$ cat config.mk
export PLATFORM = sky130hd
export DESIGN_NAME = tscl_regs
export DESIGN_NICKNAME = d
export VERILOG_FILES = /design/src/tscl_pkg.sv /design/src/tscl_sync.sv /design/src/tscl_regs.sv
export SDC_FILE = /design/constraint.sdc
export NUM_CORES = 1
export LEC_CHECK = 0
export BUFFER_PORTS_ARGS = -buffer_cell sky130_fd_sc_hd__clkbuf_2
export CAP_MARGIN = 20
export CORE_MARGIN = 2
export CORE_UTILIZATION = 55
export CTS_CLUSTER_DIAMETER = 30
export DETAILED_ROUTE_END_ITERATION = 10
export PLACE_DENSITY = 0.72
export SLEW_MARGIN = 10
export SYNTH_ARGS = -nofsm -noshare
export SYNTH_HDL_FRONTEND = slang
export SYNTH_SLANG_ARGS = --single-unit
$ cat constraint.sdc
create_clock -name CLK -period 7.1 [get_ports CLK]
set_input_delay 1.42 -clock CLK [delete_from_list [all_inputs] [get_ports CLK]]
set_output_delay 1.42 -clock CLK [all_outputs]
set_load 0.02 [all_outputs]
$ cat src/tscl_pkg.sv
`default_nettype none
package tscl_pkg;
  // Register pointers
  localparam logic [3:0] PTR_TEMP = 4'h0;
  localparam logic [3:0] PTR_CFG  = 4'h1;
  localparam logic [3:0] PTR_LOW  = 4'h2;
  localparam logic [3:0] PTR_HIGH = 4'h3;
  localparam logic [3:0] PTR_ID   = 4'hf;

  // Values after reset
  localparam logic [15:0] CFG_RST_FULL = 16'h00ff;
  localparam logic [15:0] CFG_RST_RED  = 16'h60a0;
  localparam logic [15:0] LOW_RST      = 16'h4b00;
  localparam logic [15:0] HIGH_RST     = 16'h5000;
  localparam logic [7:0]  SPARE_RED    = 8'ha0;
  localparam logic [1:0]  RATE_RED     = 2'h3;

  // Field positions in the configuration word
  localparam int OS_BIT = 15;

  // Timing: one tick of the conversion timer is 500 us
  localparam int CLK_MHZ   = 100;
  localparam int TICK_US   = 500;
  localparam int TICK_CYC  = TICK_US * CLK_MHZ;
  localparam int RATE0_US  = 27500;
  localparam int RATE1_US  = 55000;
  localparam int RATE2_US  = 110000;
  localparam int RATE3_US  = 220000;
  localparam int RATER_US  = 35000;
  localparam logic [8:0] PER0 = 9'(RATE0_US / TICK_US);
  localparam logic [8:0] PER1 = 9'(RATE1_US / TICK_US);
  localparam logic [8:0] PER2 = 9'(RATE2_US / TICK_US);
  localparam logic [8:0] PER3 = 9'(RATE3_US / TICK_US);
  localparam logic [8:0] PERR = 9'(RATER_US / TICK_US);

  // Fault queue depths
  localparam logic [2:0] FQ_FULL2 = 3'h3;
  localparam logic [2:0] FQ_FULL3 = 3'h4;
  localparam logic [2:0] FQ_RED2  = 3'h4;
  localparam logic [2:0] FQ_RED3  = 3'h6;

  // Stored configuration fields, bits 14:0 of the word
  typedef struct packed {
    logic [1:0] rate;
    logic [1:0] faults;
    logic       alert_level_invert;
    logic       tm;
    logic       sd;
    logic [7:0] spare;
  } tscl_cfg_t;

  // Byte written by the host, with its place in the word
  typedef struct packed {
    logic       hi;
    logic       lo;
    logic [3:0] ptr;
    logic [7:0] data;
  } tscl_wr_t;

  typedef enum {
    ST_IDLE, ST_ADDR, ST_AACK, ST_WBYTE, ST_WACK, ST_RBYTE, ST_RACK
  } tscl_st_t;
endpackage : tscl_pkg
`default_nettype wire

$ cat src/tscl_sync.sv
`default_nettype none
module tscl_sync #(
  parameter int W = 1
) (
  input  wire logic         clk,
  input  wire logic         rst,
  input  wire logic [W-1:0] d,
  output logic      [W-1:0] q
);
  logic [W-1:0] meta_q;

  // Two stages; only the second is read outside
  always_ff @(posedge clk) begin
    if (rst) begin
      meta_q <= '1;
      q      <= '1;
    end else begin
      meta_q <= d;
      q      <= meta_q;
    end
  end
endmodule : tscl_sync
`default_nettype wire

$ cat src/tscl_regs.sv
// What this block does
// [RULE_01] Writing one_shot starts one conversion; reads zero
// [RULE_02] Rate field selects continuous conversion period; reduced variant forces it to 3 with the RATER_US period
// [RULE_03] Fault field sets consecutive faults to flag
// [RULE_04] alert_level_invert picks flag pin active level
// [RULE_05] flag_behavior_select picks comparator or interrupt behaviour
// [RULE_06] shutdown_request stops continuous conversion
// [RULE_07] Config low byte is spare storage; reduced variant keeps A0h there and ignores writes
// [RULE_08] Single-byte config write loads bits 15-8 only
// [RULE_09] Single-byte config read returns bits 15-8
// [RULE_10] Low threshold 12-bit, resets 4B00h
// [RULE_11] High threshold 12-bit, resets 5000h
// [RULE_12] Identifier word is read-only
// [RULE_13] Identifier exists only on full variant
// [RULE_14] Comparator flag has hysteresis and fault count
// [RULE_15] Interrupt flag cleared by read, response, shutdown
// [RULE_16] Interrupt history cleared by mode change, shutdown
// [RULE_17] Pointer selects register; read-only writes ignored
`default_nettype none
module tscl_regs #(
  parameter logic [6:0]  DEV_ADDR    = 7'h48,
  parameter bit          REDUCED     = 1'b0,
  parameter int          TICK_CYCLES = tscl_pkg::TICK_CYC,
  // Arbitrary identifier value
  parameter logic [15:0] DIE_ID      = 16'h5a00
) (
  // Clock and reset
  input  wire logic        CLK,
  input  wire logic        RST,
  // Two-wire bus pins
  input  wire logic        SCL_I,
  input  wire logic        SDA_I,
  output logic             SDA_O,
  output logic             SDA_OE_N,
  // Threshold flag pin, open drain
  output logic             ALERT_O,
  output logic             ALERT_OE_N,
  // Conversion engine
  input  wire logic [11:0] TEMP_RESULT,
  input  wire logic        TEMP_VALID,
  input  wire logic        ALERT_RESP_OK,
  output logic             CONV_START,
  output logic             SHUTDOWN
);
  tscl_pkg::tscl_cfg_t cfg_q;
  tscl_pkg::tscl_st_t  st_q;
  tscl_pkg::tscl_wr_t  wr_q;
  logic [15:0] low_q, high_q, rd_word;
  logic [1:0]  pins_s;
  logic        scl_s, sda_s, scl_d_q, sda_d_q;
  logic        scl_rise, scl_fall, start_c, stop_c;
  logic [3:0]  ptr_q, bitcnt_q;
  logic [7:0]  sh_q, tx_q;
  logic [1:0]  bidx_q;
  logic        rw_q, lo_sel_q, nack_q, rd_evt_q, os_q;
  logic [15:0] tick_q;
  logic [8:0]  per_q, per_len;
  logic        per_done_q;
  logic [2:0]  fcnt_q, depth;
  logic        flag_q, look_low_q, tm_prev_q, sd_prev_q;
  logic        above, below, cond, tm_chg, sd_rise, hist_clr, clr_evt;

  tscl_sync #(.W(2)) u_sync (
    .clk (CLK),
    .rst (RST),
    .d   ({SCL_I, SDA_I}),
    .q   (pins_s)
  );
  assign scl_s    = pins_s[1];
  assign sda_s    = pins_s[0];
  assign scl_rise = scl_s & ~scl_d_q;
  assign scl_fall = ~scl_s & scl_d_q;
  assign start_c  = scl_s & scl_d_q & sda_d_q & ~sda_s;
  assign stop_c   = scl_s & scl_d_q & ~sda_d_q & sda_s;

  // Word returned for the current pointer
  always_comb begin
    unique case (ptr_q)
      tscl_pkg::PTR_TEMP: rd_word = {TEMP_RESULT, 4'h0};
      tscl_pkg::PTR_CFG:  rd_word = {1'b0, cfg_q};            // [RULE_01]
      tscl_pkg::PTR_LOW:  rd_word = low_q;
      tscl_pkg::PTR_HIGH: rd_word = high_q;
      tscl_pkg::PTR_ID:   rd_word = REDUCED ? 16'h0000 : DIE_ID; // [RULE_13]
      default:            rd_word = 16'h0000;
    endcase
  end

  // Bus slave: bits sampled on SCL rise, driven after SCL fall
  always_ff @(posedge CLK) begin
    if (RST) begin
      st_q     <= tscl_pkg::ST_IDLE;
      scl_d_q  <= 1'b1;
      sda_d_q  <= 1'b1;
      bitcnt_q <= 4'h0;
      sh_q     <= 8'h00;
      tx_q     <= 8'h00;
      bidx_q   <= 2'h0;
      rw_q     <= 1'b0;
      lo_sel_q <= 1'b0;
      nack_q   <= 1'b0;
      rd_evt_q <= 1'b0;
      SDA_OE_N <= 1'b1;
      wr_q     <= '0;
    end else begin
      scl_d_q  <= scl_s;
      sda_d_q  <= sda_s;
      rd_evt_q <= 1'b0;
      wr_q.hi  <= 1'b0;
      wr_q.lo  <= 1'b0;
      if (start_c) begin
        st_q     <= tscl_pkg::ST_ADDR;
        bitcnt_q <= 4'h0;
        bidx_q   <= 2'h0;
        SDA_OE_N <= 1'b1;
      end else if (stop_c) begin
        st_q     <= tscl_pkg::ST_IDLE;
        SDA_OE_N <= 1'b1;
      end else begin
        unique case (st_q)
          tscl_pkg::ST_IDLE: ;
          tscl_pkg::ST_ADDR, tscl_pkg::ST_WBYTE: begin
            if (scl_rise) begin
              sh_q     <= {sh_q[6:0], sda_s};
              bitcnt_q <= bitcnt_q + 4'h1;
            end else if (scl_fall && bitcnt_q == 4'h8) begin
              bitcnt_q <= 4'h0;
              if (st_q == tscl_pkg::ST_ADDR) begin
                if (sh_q[7:1] == DEV_ADDR) begin
                  st_q     <= tscl_pkg::ST_AACK;
                  rw_q     <= sh_q[0];
                  SDA_OE_N <= 1'b0;
                end else begin
                  st_q <= tscl_pkg::ST_IDLE;
                end
              end else begin
                st_q      <= tscl_pkg::ST_WACK;
                SDA_OE_N  <= 1'b0;
                wr_q.data <= sh_q;
                wr_q.hi   <= bidx_q == 2'h1;
                wr_q.lo   <= bidx_q == 2'h2;
                if (bidx_q == 2'h0) begin
                  wr_q.ptr <= sh_q[3:0];                      // [RULE_17]
                end
                if (bidx_q != 2'h3) begin
                  bidx_q <= bidx_q + 2'h1;
                end
              end
            end
          end
          tscl_pkg::ST_AACK: begin
            if (scl_fall) begin
              if (rw_q) begin
                st_q     <= tscl_pkg::ST_RBYTE;
                tx_q     <= {rd_word[14:8], 1'b0};
                SDA_OE_N <= rd_word[15];                      // [RULE_09]
                lo_sel_q <= 1'b1;
                rd_evt_q <= 1'b1;                             // [RULE_15]
              end else begin
                st_q     <= tscl_pkg::ST_WBYTE;
                SDA_OE_N <= 1'b1;
              end
            end
          end
          tscl_pkg::ST_WACK: begin
            if (scl_fall) begin
              st_q     <= tscl_pkg::ST_WBYTE;
              SDA_OE_N <= 1'b1;
            end
          end
          tscl_pkg::ST_RBYTE: begin
            if (scl_rise) begin
              bitcnt_q <= bitcnt_q + 4'h1;
            end else if (scl_fall) begin
              if (bitcnt_q == 4'h8) begin
                st_q     <= tscl_pkg::ST_RACK;
                bitcnt_q <= 4'h0;
                SDA_OE_N <= 1'b1;
              end else begin
                SDA_OE_N <= tx_q[7];
                tx_q     <= {tx_q[6:0], 1'b0};
              end
            end
          end
          tscl_pkg::ST_RACK: begin
            if (scl_rise) begin
              nack_q <= sda_s;
            end else if (scl_fall) begin
              if (nack_q) begin
                st_q <= tscl_pkg::ST_IDLE;
              end else begin
                st_q     <= tscl_pkg::ST_RBYTE;
                tx_q     <= lo_sel_q ? {rd_word[6:0], 1'b0}
                                     : {rd_word[14:8], 1'b0};
                SDA_OE_N <= lo_sel_q ? rd_word[7] : rd_word[15];
                lo_sel_q <= ~lo_sel_q;
              end
            end
          end
        endcase
      end
    end
  end

  // Register file
  always_ff @(posedge CLK) begin
    if (RST) begin
      cfg_q  <= REDUCED ? tscl_pkg::CFG_RST_RED[14:0]
                        : tscl_pkg::CFG_RST_FULL[14:0];       // [RULE_07]
      low_q  <= tscl_pkg::LOW_RST;                            // [RULE_10]
      high_q <= tscl_pkg::HIGH_RST;                           // [RULE_11]
      os_q   <= 1'b0;
    end else begin
      os_q <= wr_q.hi && wr_q.ptr == tscl_pkg::PTR_CFG
              && wr_q.data[tscl_pkg::OS_BIT - 8];             // [RULE_01]
      if (wr_q.hi) begin
        unique case (wr_q.ptr)
          tscl_pkg::PTR_CFG: begin
            // Only the upper byte moves on a single-byte write
            cfg_q[14:8] <= wr_q.data[6:0];                    // [RULE_08]
            if (REDUCED) begin
              cfg_q.rate <= tscl_pkg::RATE_RED;               // [RULE_02]
            end
          end
          tscl_pkg::PTR_LOW:  low_q[15:8]  <= wr_q.data;
          tscl_pkg::PTR_HIGH: high_q[15:8] <= wr_q.data;
          default: ;                                          // [RULE_12]
        endcase
      end
      if (wr_q.lo) begin
        unique case (wr_q.ptr)
          tscl_pkg::PTR_CFG: begin
            if (!REDUCED) begin
              cfg_q.spare <= wr_q.data;                       // [RULE_07]
            end
          end
          tscl_pkg::PTR_LOW:  low_q[7:4]  <= wr_q.data[7:4];  // [RULE_10]
          tscl_pkg::PTR_HIGH: high_q[7:4] <= wr_q.data[7:4];  // [RULE_11]
          default: ;                                          // [RULE_17]
        endcase
      end
    end
  end

  // Pointer survives transfers; reset points at the temperature word
  always_ff @(posedge CLK) begin
    if (RST) begin
      ptr_q <= 4'h0;
    end else if (st_q == tscl_pkg::ST_WBYTE && scl_fall
                 && bitcnt_q == 4'h8 && bidx_q == 2'h0) begin
      ptr_q <= sh_q[3:0];                                     // [RULE_17]
    end
  end

  // Conversion period timer; counts clear to zero in shutdown
  always_comb begin
    unique case (cfg_q.rate)
      2'h0: per_len = tscl_pkg::PER0;
      2'h1: per_len = tscl_pkg::PER1;
      2'h2: per_len = tscl_pkg::PER2;
      2'h3: per_len = REDUCED ? tscl_pkg::PERR : tscl_pkg::PER3;
    endcase
  end

  always_ff @(posedge CLK) begin
    if (RST || cfg_q.sd) begin                                // [RULE_06]
      tick_q     <= 16'h0000;
      per_q      <= 9'h000;
      per_done_q <= 1'b0;
    end else begin
      per_done_q <= 1'b0;
      if (tick_q == 16'(TICK_CYCLES - 1)) begin
        tick_q <= 16'h0000;
        if (per_q >= per_len - 9'h001) begin                  // [RULE_02]
          per_q      <= 9'h000;
          per_done_q <= 1'b1;
        end else begin
          per_q <= per_q + 9'h001;
        end
      end else begin
        tick_q <= tick_q + 16'h0001;
      end
    end
  end

  always_ff @(posedge CLK) begin
    if (RST) begin
      CONV_START <= 1'b0;
      SHUTDOWN   <= 1'b0;
      SDA_O      <= 1'b0;
    end else begin
      CONV_START <= os_q | per_done_q;                        // [RULE_01]
      SHUTDOWN   <= cfg_q.sd;                                 // [RULE_06]
    end
  end

  // Threshold flag
  always_comb begin
    unique case (cfg_q.faults)
      2'h0: depth = 3'h1;
      2'h1: depth = 3'h2;
      2'h2: depth = REDUCED ? tscl_pkg::FQ_RED2 : tscl_pkg::FQ_FULL2;
      2'h3: depth = REDUCED ? tscl_pkg::FQ_RED3 : tscl_pkg::FQ_FULL3;
    endcase
    above    = $signed(TEMP_RESULT) >= $signed(high_q[15:4]);
    below    = $signed(TEMP_RESULT) <  $signed(low_q[15:4]);
    tm_chg   = cfg_q.tm != tm_prev_q;
    sd_rise  = cfg_q.sd & ~sd_prev_q;
    hist_clr = tm_chg | (sd_rise & cfg_q.tm);                 // [RULE_16]
    // Comparator looks at the far side of the band; interrupt alternates
    cond     = cfg_q.tm ? (look_low_q ? below : above)
                        : (flag_q ? below : above);           // [RULE_05]
    clr_evt  = cfg_q.tm & flag_q & (rd_evt_q | ALERT_RESP_OK);
  end

  always_ff @(posedge CLK) begin
    if (RST) begin
      fcnt_q     <= 3'h0;
      flag_q     <= 1'b0;
      look_low_q <= 1'b0;
      tm_prev_q  <= 1'b0;
      sd_prev_q  <= 1'b0;
    end else begin
      tm_prev_q <= cfg_q.tm;
      sd_prev_q <= cfg_q.sd;
      if (hist_clr) begin
        fcnt_q     <= 3'h0;                                   // [RULE_16]
        flag_q     <= 1'b0;
        look_low_q <= 1'b0;
      end else if (clr_evt) begin
        flag_q     <= 1'b0;                                   // [RULE_15]
        look_low_q <= ~look_low_q;
        fcnt_q     <= 3'h0;
      end else if (TEMP_VALID && !(cfg_q.tm && flag_q)) begin
        if (!cond) begin
          fcnt_q <= 3'h0;
        end else if (fcnt_q + 3'h1 >= depth) begin            // [RULE_03]
          fcnt_q <= 3'h0;
          flag_q <= cfg_q.tm ? 1'b1 : ~flag_q;                // [RULE_14]
        end else begin
          fcnt_q <= fcnt_q + 3'h1;
        end
      end
    end
  end

  // Open drain: pull low when active xor inverted polarity
  always_ff @(posedge CLK) begin
    if (RST) begin
      ALERT_O    <= 1'b1;
      ALERT_OE_N <= 1'b1;
    end else begin
      ALERT_O    <= ~(flag_q ^ cfg_q.alert_level_invert);                    // [RULE_04]
      ALERT_OE_N <= ~(flag_q ^ cfg_q.alert_level_invert);
    end
  end
endmodule : tscl_regs
`default_nettype wire

---- Word-level counts from Yosys, hierarchy flattened ----
Index checks and enable logic that the tools add are counted.
Widths: inputs -> output; s select.
operators by class
  add/sub/neg operators ................... 6
  $mul .................................... 0
  div/mod/pow operators ................... 0
  order comparisons ....................... 4
  equal/unequal tests ..................... 53
  shift-type cells ........................ 0
  muxes and demuxes ....................... 65
  bitwise gates (word level) .............. 33
  reduce and logical (&&, ||, !) cells .... 47
operator list
  operator               number
  $mux 32                10
  $pmux 32 s5            1
  $eq 32x3->1 const B    4
  $eq 32x2->1 const B    3
  $pmux 16 s5            1
  $mux 8                 9
  $ne 4x4->1 const B     9
  $pmux 9 s4             1
  $eq 32x1->1 const B    1
  $mux 1                 27
  $ne 2x2->1 const B     13
  $pmux 8 s3             1
  $reduce_and 11->1      2
  $mux 4                 5
  $reduce_and 10->1      2
  $not 1->1              18
  $add 16x1->16 const B  1
  $eq 16x16->1 const B   1
  $eq 4x2->1 const B     4
  $reduce_and 7->1       2
  $ge 12x12->1           1
  $lt 12x12->1           1
  $mux 3                 4
  $ne 3x3->1 const B     4
  other kinds (41)       83
storage, ports and cells
  bits in registers ....................... 158
  latch bits .............................. 0
  memory bits (writable) .................. 0
  memory bits (read-only) ................. 0
  input port bits ......................... 18
  output and inout port bits .............. 6
  logic and storage cells ................. 249
  memories kept ........................... 0

---- Logic depth before layout (Yosys ltp) ----
  depth in word-level cells ............... 8
  depth in mapped cells ................... 12

---- Hierarchy ----
Synthesis repeated with hierarchy kept, for this count alone.
second synthesis, totals
  cells, all modules ...................... 788
  area total of the unflattened synthesis .. 6,870.3 um^2
modules (own cells, without submodules)
  module     times used  cells an instance  area each (um^2)
  tscl_regs  1           780                6,765.2
  tscl_sync  1           8                  105.1

---- Least setup slack after synthesis ----
OpenSTA, ideal clock, no wires.
  kind .................................... input port to flip-flop
  start point ............................. input TEMP_RESULT[1]
  end point ............................... register flag_q
  arrival time ............................ 2.952 ns
  data required time ...................... 6.965 ns
  slack ................................... 4.013 ns
  stages .................................. 9
  path through ............................ ha_1 nor2b_1 nor3_1 o21bai_1 a21oi_1 mux2_2 mux2_2 a21oi_1 a311oi_1
between the ends
  word-level cells in the longest chain between the ends .. 4
ends and longest elaborated chain
  item                                          line                                RTL
  start, declared                               tscl_regs.sv:39                     input wire logic [11:0] TEMP_RESULT,
  $ge 12x12->1 or $lt 12x12->1 (tied branches)  tscl_regs.sv:304, tscl_regs.sv:305
  $mux 1, on equally long branches              tscl_regs.sv:311, tscl_regs.sv:310
  $mux 1 *                                      tscl_regs.sv:310                    cond = cfg_q.tm ? (look_low_q ? below : above)
  $reduce_and 3->1 (no line) *                  n/a
  end signal, assigned                          tscl_regs.sv:338                    flag_q <= cfg_q.tm ? 1'b1 : ~flag_q;
  end, declared                                 tscl_regs.sv:60                     logic flag_q, look_low_q, tm_prev_q, sd_prev_q;
Every way passes the cells marked *; elsewhere a longest branch is shown, timed or not.
A chain may end at the register's enable or synchronous reset.

---- Final worst setup path ----
  start point ............................. input TEMP_RESULT[11]
  end point ............................... register fcnt_q[0]
between the ends
  word-level cells in the longest chain between the ends .. 4
ends and longest elaborated chain
  item                                          line                                RTL
  $ge 12x12->1 or $lt 12x12->1 (tied branches)  tscl_regs.sv:304, tscl_regs.sv:305
  $mux 1, on equally long branches              tscl_regs.sv:311, tscl_regs.sv:310
  $mux 1 *                                      tscl_regs.sv:310
  $mux 3 *                                      tscl_regs.sv:334                    if (!cond) begin
  end signal, assigned                          tscl_regs.sv:340                    fcnt_q <= fcnt_q + 3'h1;
  end, declared                                 tscl_regs.sv:59                     logic [2:0] fcnt_q, depth;
Marked as above.

==> flow_metrics.tcl <==
set metrics [dict create \
    status "complete, no violations" \
    rsz0062_at_grt "false" \
    antenna_found_initial 0 \
    start_util 0.570 \
    rows 40 \
    grt_max_degree 90 \
    drc 0 \
    wl_per_cell_um 16.3 \
    p_leak_nw 3.15 \
    die_h_um 116 \
    powerDensity_mw_per_mm2 219 \
    drv_cap 0 \
    ys_types 70 \
    syn-num-nets 849 \
    cts-root-buf "clkbuf_16" \
    cts_tree "done" \
    final_nets 858 \
    dp_hpwl_mm 11.3 \
    r2r_end "per_q[6]" \
    syn_inst 774 \
    yosys_warnings 0 \
    max_slew_margin 0.275 \
    synth-edff-count 0 \
    cts_num_sinks 128 \
    max-vdd-ir-drop_v 0.000157 \
    coreArea_sq_mm 0.0121 \
    fillers 1055 \
    drt_iter0_drc 377 \
    vias 5500 \
    ys_seq_elements 128 \
    fp.dieArea_sq_mm 0.0135 \
    antenna_cells 0 \
    path_clk_slew_ns 0.05 \
    period_minus_slack_ns 3.02 \
    hold_ws_ns 0.406 \
    routed_wirelength_mm 15.7 \
    slew_violations 0 \
    holdCritStartpoint "u_sync.meta_q[1]" \
    hold_depth 1 \
    vias_per_cell 5.71 \
    cp.required_ns 7.42 \
    timing.critical_path.to_type "register" \
    hold_path_class "reg -> reg" \
    drt-pass1-iter-count 5 \
    dominantRegCellSynth "dfxtp_1" \
    clockBufferDepth 2 \
    cts_made_buffers 17 \
    regArea_sq_mm 0.00256 \
    antenna_left 0 \
    io_pins 24 \
    worstPathArrival_ns 3.34 \
    multi_input_area_sq_mm 0.00402 \
    yosysTopAreaCellShare 0.371 \
    tns_ns 0 \
    total_power_w 0.00168 \
    first_global_vias 5387 \
    htree_levels 4 \
    place.gp.congestion 0.839 \
    syn_area_sq_mm 0.00690 \
    die_x_um 116 \
    areaGrowthSynthToFinish_pct 11.7 \
    holdPathEnd "u_sync.q[1]" \
    setup_viol 0 \
    grt_pass1_wl_mm 25.8 \
    cts.repair.resized 0 \
    r2r-start "cfg_q[13]" \
    fin_util 0.636 \
    worstMarginPinSlew_ns 1.08 \
    hold_buffers 0 \
    cp-start-kind "input port" \
    clk_latency_ns 0.41 \
    reg2reg_depth 12 \
    hold_violations 0 \
    cts_setup_buffers 0 \
    cp_max_fo 4 \
    fin_skew_ns 0.00462 \
    path_class "in -> reg" \
    drive_above_1_share 0.118 \
    fmax_mhz 331 \
    finalCritPeriodShare 0.425 \
    synth_area_leaders "dfxtp_1 37%, ha_1 10%, mux2i_1 8.4%" \
    r2r_setup_slack_ns 4.44 \
    dpl.cell_count 931 \
    io_buffer_count 22 \
    yosys.area.top_type "dfxtp_1" \
    ys_seq_area_frac 0.371 \
    synth-async-reset-ratio 0 \
    postSynthAreaPerCell_sq_um 8.92 \
    grt.total_usage 0.245 \
    final_cells 964 \
    overflow 0 \
]
[routing by layer]
metal  track usage  vias up  wire length [um]
met5             0        -                 0
met4         0.115        0               567
met3        0.0507       41               674
met2         0.417      123              7600
met1         0.298     2612              6860
li1              -     2724                 -
[report_power, final]
group / internal [W] / leakage, nW / switching [W]
registers: 0.000723 / 1.03 / 0.00000564
clock network: 0.000578 / 0.296 / 0.000312
logic: 0.0000252 / 1.82 / 0.0000412
total: 0.00133 / 3.15 / 0.000359
[state kept, by name, indices dropped and copies added (netlist names), 2 cells and up]
register,cells
wr_q,14
u_sync.q,2
ptr_q,4
fcnt_q,3
cfg_q,15
bidx_q,2
st_q,3
high_q,12
per_q,9
tx_q,7
tick_q,16
sh_q,8
low_q,12
bitcnt_q,4
u_sync.meta_q,2
[metrics by stage]
stage / instance area [sq um] / setup WS (ns)
floorplan: 6900 / 4.01
global placement: 7080 / 3.77
detailed placement: 7080 / 3.61
CTS: 7690 / 4.05
global route: 7710 / 3.85
finish: 7710 / 4.08
[worst max-delay path by stage]
stage / from / endpoint / slack, ns / cells after the start
floorplan: TEMP_RESULT[1] / flag_q / 4.01 / 9
global placement: TEMP_RESULT[1] / flag_q / 3.77 / 10
detailed placement: TEMP_RESULT[11] / fcnt_q[0] / 3.61 / 10
CTS: TEMP_RESULT[11] / fcnt_q[0] / 4.05 / 10
global route: TEMP_RESULT[11] / fcnt_q[0] / 3.85 / 10
finish: TEMP_RESULT[11] / fcnt_q[0] / 4.08 / 10
[final cells by class]
type,count,area share
Multi-Input combinational cell,565,0.521
Sequential cell,128,0.333
Clock buffer,22,0.0615
Tap cell,168,0.0273
Inverter,47,0.0229
Clock inverter,10,0.0174
Timing Repair Buffer,24,0.0172
[cell usage after synthesis (9+ instances only)]
cell	n
dfxtp_1	128
nor2_1	117
mux2i_1	58
ha_1	57
inv_1	45
nand2_1	42
a21oi_1	29
nand3_1	24
clkbuf_1	21
o21ai_1	20
nor2b_1	17
and3_1	16
a211o_1	15
xor2_1	15
nand4_1	11
nor3_2	11
xnor2_1	10
buf_2	9
nand2b_1	9
o21ai_0	9
or2_2	9
[logic make-up (layout without fill, tap and decap cells)]
| logic type | after synthesis | count (layout) | share of synthesized area |
|---|---|---|---|
| buffers and inverters | 81 | 103 | 0.0468 |
| and+or+nand+nor | 295 | 295 | 0.217 |
| xor gates and xnor gates | 25 | 25 | 0.0317 |
| DFF | 128 | 128 | 0.371 |
| muxes | 66 | 66 | 0.107 |
| adders and majority gates | 57 | 57 | 0.103 |
| AOI/OAI and AO/OA | 121 | 121 | 0.122 |
| other | 1 | 1 | 0.000543 |
[cell usage in the layout, fill, tap and decap left out, types with 4 or more instances in the layout]
| master | count |
|---|---|
| mux4_2 | 6 |
| or2_2 | 9 |
| o211ai_1 | 4 |
| nand4_1 | 11 |
| xnor2_1 | 10 |
| nand3_1 | 24 |
| clkbuf_2 | 22 |
| nand2b_1 | 9 |
| dfxtp_1 | 128 |
| a211oi_1 | 8 |
| nor2_1 | 117 |
| nand2_1 | 42 |
| clkbuf_16 | 17 |
| and4_1 | 4 |
| ha_1 | 57 |
| a21o_1 | 6 |
| mux2i_1 | 58 |
| nor3_1 | 7 |
| a21oi_1 | 29 |
| inv_1 | 45 |
| a222oi_1 | 4 |
| o21ai_0 | 9 |
| and3_1 | 16 |
| and2_1 | 4 |
| nor3_2 | 11 |
| xor2_1 | 15 |
| o21ai_1 | 20 |
| nor2b_1 | 17 |
| a211o_1 | 15 |
| clkinv_2 | 4 |
[worst max-delay path: stages]
cell and delay, ns:
clkbuf_2 0.11, ha_1 0.33, nand4_1 0.15, nor4_1 0.30, a21oi_1 0.13, mux2i_1 0.32
o211a_1 0.20, a31o_2 0.12, nor2_1 0.05, a311oi_2 0.19
Note: power is estimated with default switching activity, not from simulation.
